==> src/rsm_regs.vh <==
// Notes on behaviour
// (RQ1) Command bit 7 selects SPI or 2-wire
// (RQ2) SPI select field picks pin and polarity
// (RQ3) 2-wire code 001 omits the stop
// (RQ4) SPI speed code sets bit rate
// (RQ5) Software uses only legal 2-wire speeds
// (RQ6) Speed code 111 keeps pins quiet
// (RQ7) Software writes zero to command bit 0
// (RQ8) Command settings sampled at execute write
// (RQ9) Write count up to 16 bytes
// (RQ10) Read count up to 16 bytes
// (RQ11) Sixteen byte buffer sends and receives
// (RQ12) Write phase first, then read phase
// (RQ13) Execute reads 0 ok, 1 busy, 2 fail
// (RQ14) Software writes 1 then polls idle
// (RQ15) Successful command may raise notice pulse
// (RQ16) Counts and buffer sampled at execute write
// (RQ17) First clock half period after select
// (RQ18) Data changes on fall, sampled on rise
// (RQ19) Software presets output pin inactive level
// (RQ20) Dedicated select always active low
// (RQ21) Missing 2-wire acknowledge ends as failure
`ifndef RSM_REGS_VH
`define RSM_REGS_VH
// ----------------------------------------
// Register indexes, byte address is four times index
// ----------------------------------------
`define RSM_IDX_BUF 10'h060
`define RSM_IDX_BUF_END 10'h06F
`define RSM_IDX_CMD 10'h070
`define RSM_IDX_WCNT 10'h071
`define RSM_IDX_RCNT 10'h072
`define RSM_IDX_EXEC 10'h074
`define RSM_IDX_PINS 10'h076
// ----------------------------------------
// Reset values and fields
// ----------------------------------------
`define RSM_CMD_RST 8'h82
`define RSM_ZERO_RST 8'h00
`define RSM_CMD_PROTO 7
`define RSM_SPD_NONE 3'h7
`define RSM_TW_NOSTOP 3'h1
`define RSM_EXEC_GO 8'h01
`define RSM_ST_OK 8'h00
`define RSM_ST_BUSY 8'h01
`define RSM_ST_FAIL 8'h02
`define RSM_MAX_BYTES 8'h10
`define RSM_RESP_OKAY 2'h0
`define RSM_RESP_SLVERR 2'h2
// ----------------------------------------
// Timing: clock in kHz, rates in kbit/s
// ----------------------------------------
`define RSM_CLK_KHZ 250000
`define RSM_HALF(k) ((`RSM_CLK_KHZ + 2 * (k) - 1) / (2 * (k)))
`define RSM_QTR(k) ((`RSM_CLK_KHZ + 4 * (k) - 1) / (4 * (k)))
`define RSM_SPI_8M `RSM_HALF(8000)
`define RSM_SPI_4M `RSM_HALF(4000)
`define RSM_SPI_2M `RSM_HALF(2000)
`define RSM_SPI_1M `RSM_HALF(1000)
`define RSM_SPI_500K `RSM_HALF(500)
`define RSM_SPI_250K `RSM_HALF(250)
`define RSM_TW_100K `RSM_QTR(100)
`define RSM_TW_400K `RSM_QTR(400)
`define RSM_TW_1M `RSM_QTR(1000)
`endif

==> src/rsm_engine.v <==
// Register access over AXI4-Lite was decided locally.
`timescale 1ns/1ps
`include "rsm_regs.vh"
module rsm_engine (
  input wire aclk,
  input wire aresetn,
  input wire [11:0] s_axi_awaddr,
  input wire s_axi_awvalid,
  output reg s_axi_awready,
  input wire [31:0] s_axi_wdata,
  input wire [3:0] s_axi_wstrb,
  input wire s_axi_wvalid,
  output reg s_axi_wready,
  output reg [1:0] s_axi_bresp,
  output reg s_axi_bvalid,
  input wire s_axi_bready,
  input wire [11:0] s_axi_araddr,
  input wire s_axi_arvalid,
  output reg s_axi_arready,
  output reg [31:0] s_axi_rdata,
  output reg [1:0] s_axi_rresp,
  output reg s_axi_rvalid,
  input wire s_axi_rready,
  output reg master_select_n,
  output reg master_serial_clock,
  output reg master_serial_out,
  input wire master_serial_in,
  output reg [2:0] receiver_output_pin_levels,
  input wire tw_scl_i,
  output reg tw_scl_o,
  output reg tw_scl_oe,
  input wire tw_sda_i,
  output reg tw_sda_o,
  output reg tw_sda_oe,
  output reg xfer_ok_pulse
);
  // ----------------------------------------
  // States
  // ----------------------------------------
  localparam S_IDLE = 3'd0;
  localparam S_SPI_SEL = 3'd1;
  localparam S_SPI_HI = 3'd2;
  localparam S_SPI_LO = 3'd3;
  localparam S_SPI_END = 3'd4;
  localparam S_TW_START = 3'd5;
  localparam S_TW_BIT = 3'd6;
  localparam S_TW_STOP = 3'd7;

  reg [7:0] xbuf [0:15];
  reg [7:0] tx_buf [0:15];
  reg [7:0] cmd_reg, wcnt_reg, rcnt_reg, pins_reg, status_reg;
  reg run_spi_reg, run_stop_reg, fail_reg, fin_reg, ovr_reg, sel_lvl_reg;
  reg [9:0] run_div_reg, tick_reg;
  reg [4:0] run_wc_reg, run_rc_reg, idx_reg;
  reg [1:0] ph_reg, qtr_reg;
  reg [2:0] state_reg, sel_mask_reg;
  reg [3:0] bitc_reg;
  reg [8:0] sh_reg, rx_reg;
  reg miso_m, miso_s, sda_m, sda_s, scl_m, scl_s;
  reg nx_end, nx_rst;
  reg [1:0] nx_ph;
  reg [4:0] nx_idx;
  reg [8:0] nx_frame;
  reg [31:0] rd_val;
  integer i;

  // Address decode: 0 unmapped, 1 buffer, 2 command, 3 wcnt, 4 rcnt, 5 exec, 6 pins
  function [2:0] rsm_map;
    input [11:0] a;
    begin
      if (a[11:2] >= `RSM_IDX_BUF && a[11:2] <= `RSM_IDX_BUF_END)
        rsm_map = 3'd1;
      else if (a[11:2] == `RSM_IDX_CMD)
        rsm_map = 3'd2;
      else if (a[11:2] == `RSM_IDX_WCNT)
        rsm_map = 3'd3;
      else if (a[11:2] == `RSM_IDX_RCNT)
        rsm_map = 3'd4;
      else if (a[11:2] == `RSM_IDX_EXEC)
        rsm_map = 3'd5;
      else if (a[11:2] == `RSM_IDX_PINS)
        rsm_map = 3'd6;
      else
        rsm_map = 3'd0;
    end
  endfunction

  // Cycles per half bit (SPI) or quarter bit (2-wire)
  function [9:0] rsm_div;
    input spi;
    input [2:0] spd;
    integer t;
    begin
      case ({spi, spd})
        4'h8, 4'h9: t = `RSM_SPI_8M; // [RQ4]
        4'hA: t = `RSM_SPI_4M;
        4'hB: t = `RSM_SPI_2M;
        4'hC: t = `RSM_SPI_1M;
        4'hD: t = `RSM_SPI_500K;
        4'hE: t = `RSM_SPI_250K;
        4'h1: t = `RSM_TW_100K;
        4'h2: t = `RSM_TW_400K;
        4'h3: t = `RSM_TW_1M;
        default: t = 1;
      endcase
      rsm_div = t[9:0];
    end
  endfunction

  // Nine bit frame: data byte then acknowledge slot
  function [8:0] rsm_frame;
    input spi;
    input [1:0] ph;
    input last;
    input [7:0] b;
    begin
      case (ph)
        2'd0: rsm_frame = {b, 1'b1};
        2'd1: rsm_frame = {b[7:1], 2'b11};
        default: rsm_frame = spi ? 9'h001 : {8'hFF, last};
      endcase
    end
  endfunction

  wire [2:0] wmap = rsm_map(s_axi_awaddr);
  wire [2:0] rmap = rsm_map(s_axi_araddr);
  wire wr_take = s_axi_awready & s_axi_awvalid;
  wire wr_en = wr_take & s_axi_wstrb[0];
  wire [7:0] wb = s_axi_wdata[7:0];
  wire hit = (tick_reg == 10'h000);
  wire [2:0] cmd_spd = cmd_reg[3:1];
  wire cmd_spi = cmd_reg[`RSM_CMD_PROTO];
  wire [4:0] wc_cl = (wcnt_reg > `RSM_MAX_BYTES) ? 5'd16 : wcnt_reg[4:0]; // [RQ9]
  wire [4:0] rc_cl = (rcnt_reg > `RSM_MAX_BYTES) ? 5'd16 : rcnt_reg[4:0]; // [RQ10]
  wire go = wr_en && wmap == 3'd5 && wb == `RSM_EXEC_GO && state_reg == S_IDLE && !fin_reg;
  wire [9:0] go_div = rsm_div(cmd_spi, cmd_spd);
  wire [2:0] gpo_mix = (pins_reg[2:0] & ~sel_mask_reg) | (sel_mask_reg & {3{sel_lvl_reg}});
  wire [7:0] rd_byte = run_spi_reg ? rx_reg[7:0] : rx_reg[8:1];
  wire [1:0] sel_lo = cmd_reg[5:4];

  // ----------------------------------------
  // Input synchronisers
  // ----------------------------------------
  always @(posedge aclk) begin
    if (!aresetn) begin
      miso_m <= 1'b0;
      miso_s <= 1'b0;
      sda_m <= 1'b1;
      sda_s <= 1'b1;
      scl_m <= 1'b1;
      scl_s <= 1'b1;
    end else begin
      miso_m <= master_serial_in;
      miso_s <= miso_m;
      sda_m <= tw_sda_i;
      sda_s <= sda_m;
      scl_m <= tw_scl_i;
      scl_s <= scl_m;
    end
  end

  // Next byte after the current one finishes
  always @* begin
    nx_end = 1'b0;
    nx_rst = 1'b0;
    nx_ph = ph_reg;
    nx_idx = idx_reg + 5'd1;
    case (ph_reg)
      2'd0: begin
        if (nx_idx >= run_wc_reg) begin
          if (run_rc_reg != 5'd0) begin // [RQ12]
            nx_ph = run_spi_reg ? 2'd2 : 2'd1;
            nx_idx = 5'd0;
            nx_rst = !run_spi_reg;
          end else begin
            nx_end = 1'b1;
          end
        end
      end
      2'd1: begin
        nx_ph = 2'd2;
        nx_idx = 5'd0;
      end
      default: nx_end = (nx_idx >= run_rc_reg);
    endcase
    nx_frame = rsm_frame(run_spi_reg, nx_ph, (nx_idx + 5'd1) >= run_rc_reg,
                         (nx_ph == 2'd0) ? tx_buf[nx_idx[3:0]] : tx_buf[0]);
  end

  // Read data mux
  always @* begin
    rd_val = 32'h00000000;
    case (rmap)
      3'd1: rd_val[7:0] = xbuf[s_axi_araddr[5:2]];
      3'd2: rd_val[7:0] = cmd_reg;
      3'd3: rd_val[7:0] = wcnt_reg;
      3'd4: rd_val[7:0] = rcnt_reg;
      3'd5: rd_val[7:0] = status_reg; // [RQ13]
      3'd6: rd_val[7:0] = pins_reg;
      default: rd_val = 32'h00000000;
    endcase
  end

  // ----------------------------------------
  // AXI4-Lite slave handshakes
  // ----------------------------------------
  always @(posedge aclk) begin
    if (!aresetn) begin
      s_axi_awready <= 1'b0;
      s_axi_wready <= 1'b0;
      s_axi_bvalid <= 1'b0;
      s_axi_bresp <= `RSM_RESP_OKAY;
      s_axi_arready <= 1'b0;
      s_axi_rvalid <= 1'b0;
      s_axi_rresp <= `RSM_RESP_OKAY;
      s_axi_rdata <= 32'h00000000;
    end else begin
      // Address and data taken together once both are offered
      s_axi_awready <= s_axi_awvalid & s_axi_wvalid & ~s_axi_awready & ~s_axi_bvalid;
      s_axi_wready <= s_axi_awvalid & s_axi_wvalid & ~s_axi_awready & ~s_axi_bvalid;
      if (wr_take) begin
        s_axi_bvalid <= 1'b1;
        s_axi_bresp <= (wmap == 3'd0) ? `RSM_RESP_SLVERR : `RSM_RESP_OKAY;
      end else if (s_axi_bready) begin
        s_axi_bvalid <= 1'b0;
      end
      s_axi_arready <= s_axi_arvalid & ~s_axi_arready & ~s_axi_rvalid;
      if (s_axi_arready & s_axi_arvalid) begin
        s_axi_rvalid <= 1'b1;
        s_axi_rdata <= rd_val;
        s_axi_rresp <= (rmap == 3'd0) ? `RSM_RESP_SLVERR : `RSM_RESP_OKAY;
      end else if (s_axi_rready) begin
        s_axi_rvalid <= 1'b0;
      end
    end
  end

  // ----------------------------------------
  // Registers and transfer engine
  // ----------------------------------------
  always @(posedge aclk) begin
    if (!aresetn) begin
      for (i = 0; i < 16; i = i + 1) begin
        xbuf[i] <= `RSM_ZERO_RST;
        tx_buf[i] <= `RSM_ZERO_RST;
      end
      cmd_reg <= `RSM_CMD_RST;
      wcnt_reg <= `RSM_ZERO_RST;
      rcnt_reg <= `RSM_ZERO_RST;
      pins_reg <= `RSM_ZERO_RST;
      status_reg <= `RSM_ST_OK;
      {run_spi_reg, run_stop_reg, fail_reg, fin_reg, ovr_reg, sel_lvl_reg} <= 6'h00;
      run_div_reg <= 10'h001;
      tick_reg <= 10'h000;
      {run_wc_reg, run_rc_reg, idx_reg} <= 15'h0000;
      {ph_reg, qtr_reg, bitc_reg} <= 8'h00;
      state_reg <= S_IDLE;
      sel_mask_reg <= 3'h0;
      sh_reg <= 9'h000;
      rx_reg <= 9'h000;
      master_select_n <= 1'b1;
      master_serial_clock <= 1'b0;
      master_serial_out <= 1'b0;
      receiver_output_pin_levels <= 3'h0;
      {tw_scl_o, tw_scl_oe, tw_sda_o, tw_sda_oe} <= 4'h0;
      xfer_ok_pulse <= 1'b0;
    end else begin
      xfer_ok_pulse <= 1'b0;
      receiver_output_pin_levels <= ovr_reg ? gpo_mix : pins_reg[2:0]; // [RQ2]
      if (tick_reg != 10'h000)
        tick_reg <= tick_reg - 10'h001;
      // Software writes, stored now; pins reach the output one cycle later, the rest are used only at execute
      if (wr_en) begin
        case (wmap)
          3'd1: xbuf[s_axi_awaddr[5:2]] <= wb; // [RQ11]
          3'd2: cmd_reg <= wb;
          3'd3: wcnt_reg <= wb;
          3'd4: rcnt_reg <= wb;
          3'd6: pins_reg <= wb;
          default: ;
        endcase
      end
      // Close of a command
      if (fin_reg) begin
        fin_reg <= 1'b0;
        ovr_reg <= 1'b0;
        sel_mask_reg <= 3'h0;
        status_reg <= fail_reg ? `RSM_ST_FAIL : `RSM_ST_OK; // [RQ13]
        xfer_ok_pulse <= !fail_reg; // [RQ15]
      end
      case (state_reg)
        S_IDLE: begin
          if (go) begin
            // Snapshot of settings, counts and buffer [RQ8] [RQ16]
            status_reg <= `RSM_ST_BUSY;
            run_spi_reg <= cmd_spi;
            run_stop_reg <= (cmd_reg[6:4] != `RSM_TW_NOSTOP); // [RQ3]
            run_div_reg <= go_div;
            tick_reg <= go_div - 10'h001;
            run_wc_reg <= wc_cl;
            run_rc_reg <= rc_cl;
            for (i = 0; i < 16; i = i + 1)
              tx_buf[i] <= xbuf[i];
            idx_reg <= 5'd0;
            bitc_reg <= 4'd0;
            qtr_reg <= 2'd0;
            fail_reg <= 1'b0;
            fin_reg <= 1'b1;
            if (cmd_spd == `RSM_SPD_NONE || (wc_cl == 5'd0 && rc_cl == 5'd0)) begin
              fail_reg <= 1'b0; // [RQ6]
            end else if (!cmd_spi && (cmd_spd == 3'h0 || cmd_spd > 3'h3)) begin
              fail_reg <= 1'b1;
            end else if (cmd_spi) begin // [RQ1]
              fin_reg <= 1'b0;
              ph_reg <= (wc_cl != 5'd0) ? 2'd0 : 2'd2;
              sh_reg <= rsm_frame(1'b1, (wc_cl != 5'd0) ? 2'd0 : 2'd2, 1'b0, xbuf[0]);
              master_serial_out <= (wc_cl != 5'd0) ? xbuf[0][7] : 1'b0;
              if (sel_lo == 2'd0) begin
                master_select_n <= 1'b0; // [RQ20]
              end else begin
                ovr_reg <= 1'b1;
                tick_reg <= go_div; // Output pin selects a cycle late, keep a full half bit [RQ17]
                sel_mask_reg <= 3'h1 << (sel_lo - 2'd1); // [RQ2]
                sel_lvl_reg <= cmd_reg[6];
              end
              state_reg <= S_SPI_SEL;
            end else begin
              fin_reg <= 1'b0;
              ph_reg <= (wc_cl != 5'd0) ? 2'd0 : 2'd1;
              sh_reg <= rsm_frame(1'b0, (wc_cl != 5'd0) ? 2'd0 : 2'd1, 1'b0, xbuf[0]);
              state_reg <= S_TW_START;
            end
          end
        end
        S_SPI_SEL, S_SPI_LO: begin
          if (hit) begin
            // Rising edge: sample incoming bit [RQ17] [RQ18]
            tick_reg <= run_div_reg - 10'h001;
            master_serial_clock <= 1'b1;
            rx_reg <= {rx_reg[7:0], miso_s};
            bitc_reg <= bitc_reg + 4'd1;
            state_reg <= S_SPI_HI;
          end
        end
        S_SPI_HI: begin
          if (hit) begin
            // Falling edge: present next bit [RQ18]
            tick_reg <= run_div_reg - 10'h001;
            master_serial_clock <= 1'b0;
            state_reg <= S_SPI_LO;
            if (bitc_reg == 4'd8) begin
              bitc_reg <= 4'd0;
              if (ph_reg == 2'd2)
                xbuf[idx_reg[3:0]] <= rd_byte; // [RQ12]
              ph_reg <= nx_ph;
              idx_reg <= nx_idx;
              sh_reg <= nx_frame;
              master_serial_out <= nx_frame[8];
              if (nx_end)
                state_reg <= S_SPI_END;
            end else begin
              sh_reg <= {sh_reg[7:0], 1'b1};
              master_serial_out <= sh_reg[7];
            end
          end
        end
        S_SPI_END: begin
          if (hit) begin
            master_select_n <= 1'b1;
            master_serial_out <= 1'b0;
            fin_reg <= 1'b1;
            state_reg <= S_IDLE;
          end
        end
        S_TW_START, S_TW_STOP: begin
          if (hit) begin
            tick_reg <= run_div_reg - 10'h001;
            qtr_reg <= qtr_reg + 2'd1;
            case (qtr_reg)
              2'd0: tw_sda_oe <= (state_reg == S_TW_STOP);
              2'd1: tw_scl_oe <= 1'b0;
              2'd2: begin
                if (!scl_s)
                  qtr_reg <= qtr_reg; // Slave holds the clock low
                else
                  tw_sda_oe <= (state_reg == S_TW_START);
              end
              default: begin
                if (state_reg == S_TW_START) begin
                  tw_scl_oe <= 1'b1;
                  bitc_reg <= 4'd0;
                  state_reg <= S_TW_BIT;
                end else begin
                  fin_reg <= 1'b1;
                  state_reg <= S_IDLE;
                end
              end
            endcase
          end
        end
        S_TW_BIT: begin
          if (hit) begin
            tick_reg <= run_div_reg - 10'h001;
            qtr_reg <= qtr_reg + 2'd1;
            case (qtr_reg)
              2'd0: tw_sda_oe <= ~sh_reg[8];
              2'd1: tw_scl_oe <= 1'b0;
              2'd2: begin
                if (!scl_s)
                  qtr_reg <= qtr_reg;
                else
                  rx_reg <= {rx_reg[7:0], sda_s};
              end
              default: begin
                tw_scl_oe <= 1'b1;
                sh_reg <= {sh_reg[7:0], 1'b1};
                bitc_reg <= bitc_reg + 4'd1;
                if (bitc_reg == 4'd8) begin
                  bitc_reg <= 4'd0;
                  tw_sda_oe <= 1'b0;
                  if (ph_reg == 2'd2)
                    xbuf[idx_reg[3:0]] <= rd_byte;
                  if ((ph_reg != 2'd2 && rx_reg[0]) || nx_end) begin
                    fail_reg <= (ph_reg != 2'd2 && rx_reg[0]); // [RQ21]
                    if (run_stop_reg) begin
                      state_reg <= S_TW_STOP; // [RQ3]
                    end else begin
                      fin_reg <= 1'b1;
                      state_reg <= S_IDLE;
                    end
                  end else begin
                    ph_reg <= nx_ph;
                    idx_reg <= nx_idx;
                    sh_reg <= nx_frame;
                    if (nx_rst)
                      state_reg <= S_TW_START;
                  end
                end
              end
            endcase
          end
        end
        default: state_reg <= S_IDLE;
      endcase
    end
  end
endmodule

==> config.mk <==
export PLATFORM = sky130hd
export DESIGN_NAME = rsm_engine
export DESIGN_NICKNAME = d
export VERILOG_FILES = /design/src/rsm_engine.v
export VERILOG_INCLUDE_DIRS = /design/src
export SDC_FILE = /design/constraint.sdc
export NUM_CORES = 1
export LEC_CHECK = 0
export BUFFER_PORTS_ARGS = -buffer_cell sky130_fd_sc_hd__buf_4
export CAP_MARGIN = 25
export CELL_PAD_IN_SITES_DETAIL_PLACEMENT = 1
export CELL_PAD_IN_SITES_GLOBAL_PLACEMENT = 1
export CORE_UTILIZATION = 24
export DETAILED_ROUTE_END_ITERATION = 8
export PLACE_DENSITY = 0.56
export SYNTH_ARGS = -nofsm -noshare
export SYNTH_HDL_FRONTEND = slang
export SYNTH_SLANG_ARGS = --single-unit
==> constraint.sdc <==
create_clock -name aclk -period 6.6 [get_ports aclk]
set_input_delay 0.66 -clock aclk [delete_from_list [all_inputs] [get_ports aclk]]
set_output_delay 0.66 -clock aclk [all_outputs]
set_load 0.1 [all_outputs]
==> summary.txt <==
STA
  • Final hold vios: 0
  • Max-slew headroom: between 20 and 30%
  • Clock Skew: about 0.029 ns
  • Final max-slew violation count: 0
  • Final min period: between 5 and 6 ns
  • Setup TNS: 0 ns
  • Final period utilization: 79.2%
  • Worst-margin pin slew: approximately 1.1 ns
  • FMAX: about 0.19 GHz
  • Setup WS post-layout: around 1.4 ns
  • Final setup viols: 0
  • RSZ-0062 raised after global routing: no

GRT
  • Initial antenna violation count: 4
  • Largest net degree at the start of global routing: between 80 and 90
  • Number of global-route vias before repair: ~16000
  • Global Route Usage Sum: 16.4%
  • First-pass GRT wire length: around 110000 um
  • Grt total ovfl: 0

Clock network
  • Worst skew pair latency: 0.60 ns
  • Clock tree buffer depth: 3
  • H-Tree Depth: 2
  • Cts hold-fix bufs: 0
  • PostCTS Resize Cnt: 0
  • Root buffer cell: clkbuf_16
  • Clock sinks: slightly above 400
  • Worst-path clk slew: ~0.06 ns
  • Post-CTS setup buffer count: 0
  • Num CTS Buffers: 46
  • CTS tree: yes

Critical path
  • Required @ worst endpoint: about 7 ns
  • Crit path launch type: flop
  • WP data arrival: 5.66 ns
  • Worst setup path class: flop to flop
  • Crit-path max FO: 17
  • CP Capture Type: flop

Synthesis
  • Cell count after synthesis: ~1900
  • Cell area after synthesis: between 20000 and 25000 um^2
  • Async S/R FF share, synth: 0%
  • Yosys reg bits: a little over 400
  • Synth warn: 0
  • Synth unique cells: about 90
  • Top_reg_cell synth: edfxtp_1
  • Register area share after synthesis: 51.5%
  • Post-synthesis average cell area: 11.2 um^2
  • EDFF count, synth: approximately 260

Routing
  • First DRT Iteration DRCs: between 1000 and 1500
  • DRC: 0
  • Detailed Routing Iterations Pass 1: 5
  • Via count: between 15000 and 20000
  • Routed Antenna Nets: 0
  • Via/cell ratio: 5.16
  • Post-DR wirelength/cell: between 20 and 25 um
  • Routed WL: ~74000 um

Layout
  • Post-route cell area: 23800 um^2
  • # fillers: 9540
  • Final-stage net count: approximately 2000
  • Regs by FF count: tx_buf (128), xbuf (128)
  • Layout cell share with drive strength beyond 1: ~14%
  • Syn-to-layout area delta: 14.3%
  • Register area: roughly 11000 um^2
  • Area of the multi-input gates: slightly above 9000 um^2
  • Inserted Diodes: 0

Placement
  • Port bufs: 62
  • Pre-CTS setup slack: 1.50 ns
  • Final GP Congestion: slightly above 0.8
  • DP Wirelength: around 52000 um
  • Cell Area, Placed: roughly 22000 um^2

Floorplan
  • Core ar.: 85500 um^2
  • Full die area: around 90000 um^2
  • Die H: around 300 um
  • Chip width: between 200 and 300 um
  • I/O pins: approximately 120
  • Initial Utilization: between 20% and 30%
  • # rows: approximately 110

Pwr
  • Leak: ~8.4 nW
  • Max IR drop VDD: 0.195 mV
  • P per Cell Area: 247 nW/um^2

Outcome
  • Status: complete, no violations

Hold path
  • Worst hold path type: primary input to flop

Flow run
  • Max Cap Viol: 0
==> where the power goes <==
group,internal [mW],switching (mW)
logic,0.184,0.412
clock network,1.33,1.09
registers,2.80,0.0661
total,4.32,1.57
==> layer usage <==
| layer | up-vias | routed length, um | track usage [%] |
|---|---|---|---|
| met2 | 466 | 34400 | 26.5 |
| met5 | - | 14 | 0 |
| met4 | 2 | 2240 | 5.51 |
| met3 | 107 | 3780 | 2.45 |
| li1 | 7147 | - | - |
| met1 | 8062 | 33100 | 22.2 |
==> Yosys cell counts (all sizes together), types with 51 or more instances <==
| master | number | area (um^2) |
|---|---|---|
| and3 | 94 | 588 |
| a21oi | 85 | 437 |
| edfxtp | 256 | 7690 |
| o2bb2ai | 128 | 1120 |
| o21ai | 53 | 269 |
| and2 | 61 | 382 |
| nor2 | 110 | 413 |
| mux4 | 55 | 1240 |
| buf | 51 | 327 |
| dfxtp | 152 | 3040 |
| mux2i | 59 | 591 |
| clkbuf | 112 | 420 |
| nand2 | 139 | 522 |
==> cell usage in the layout, fill, tap and decap left out, drive strengths merged, types with 59 or more instances in the layout <==
master and instances:
edfxtp 256, clkbuf 62, a21oi 85, nand2 139
and3 94, o2bb2ai 128, buf 102, nor2 110
and2 61, dfxtp 152, mux2i 59
==> path summary, 6_finish.rpt <==
| check | startpoint | to | slack [ns] | depth (start not counted) |
|---|---|---|---|---|
| worst min register to register | scl_m | scl_s | 0.41 | 1 |
| worst max register to register | idx_reg[1] | sh_reg[0] | 1.38 | 17 |
| worst min-delay path | tw_scl_i | scl_m | 0.25 | 2 |
| worst max-delay path | idx_reg[1] | sh_reg[0] | 1.38 | 17 |
==> worst max-delay path, cell delays in order, from the launching register on <==
cell,delay (ns)
dfxtp_1,0.42
ha_1,0.53
nand3_1,0.16
xor2_1,0.32
inv_1,0.13
ha_1,0.32
a21o_1,0.23
o32a_1,0.41
and3_1,0.46
nor2_1,0.25
ha_1,0.27
ha_1,0.28
a21oi_1,0.18
nor2b_1,0.07
o21ai_0,0.18
nand2b_1,0.08
a2111oi_0,0.59
a311oi_1,0.19
==> area by class of cell <==
| type | count | area share (%) |
|---|---|---|
| sequential | 408 | 45.0 |
| multi-input combinational | 1276 | 39.1 |
| tap | 1144 | 6.01 |
| clock buffer | 60 | 5.22 |
| timing repair buffer | 104 | 3.25 |
| inverter | 44 | 0.709 |
| clock inverter | 23 | 0.635 |
==> logic make-up (layout without fill, tap and decap cells) <==
kind of cell / after synthesis / count (layout) / synth area share [%]
other cells: 1 / 28 / 0.0180
compound gates: 440 / 440 / 15.5
xor+xnor: 29 / 29 / 1.22
mux: 123 / 123 / 9.26
fa+ha+maj: 35 / 35 / 2.10
simple gates: 621 / 621 / 16.0
flops: 408 / 408 / 51.5
buf+inv: 207 / 231 / 4.37
==> stage by stage <==
| stage | total power, mW | util [%] | instances | hold slack [ns] |
|---|---|---|---|---|
| final | 5.89 | 27.9 | 3059 | 0.246 |
| after global routing | 6.08 | 27.9 | 3059 | 0.234 |
| after CTS | 5.95 | 27.8 | 3052 | 0.215 |
| after floorplan | 3.33 | - | 1891 | 0.386 |
| after detailed placement | 3.51 | 26.2 | 2969 | 0.397 |
| after global placement | 3.50 | 26.1 | 2965 | 0.403 |
Note: power is estimated with default switching activity, not from simulation.
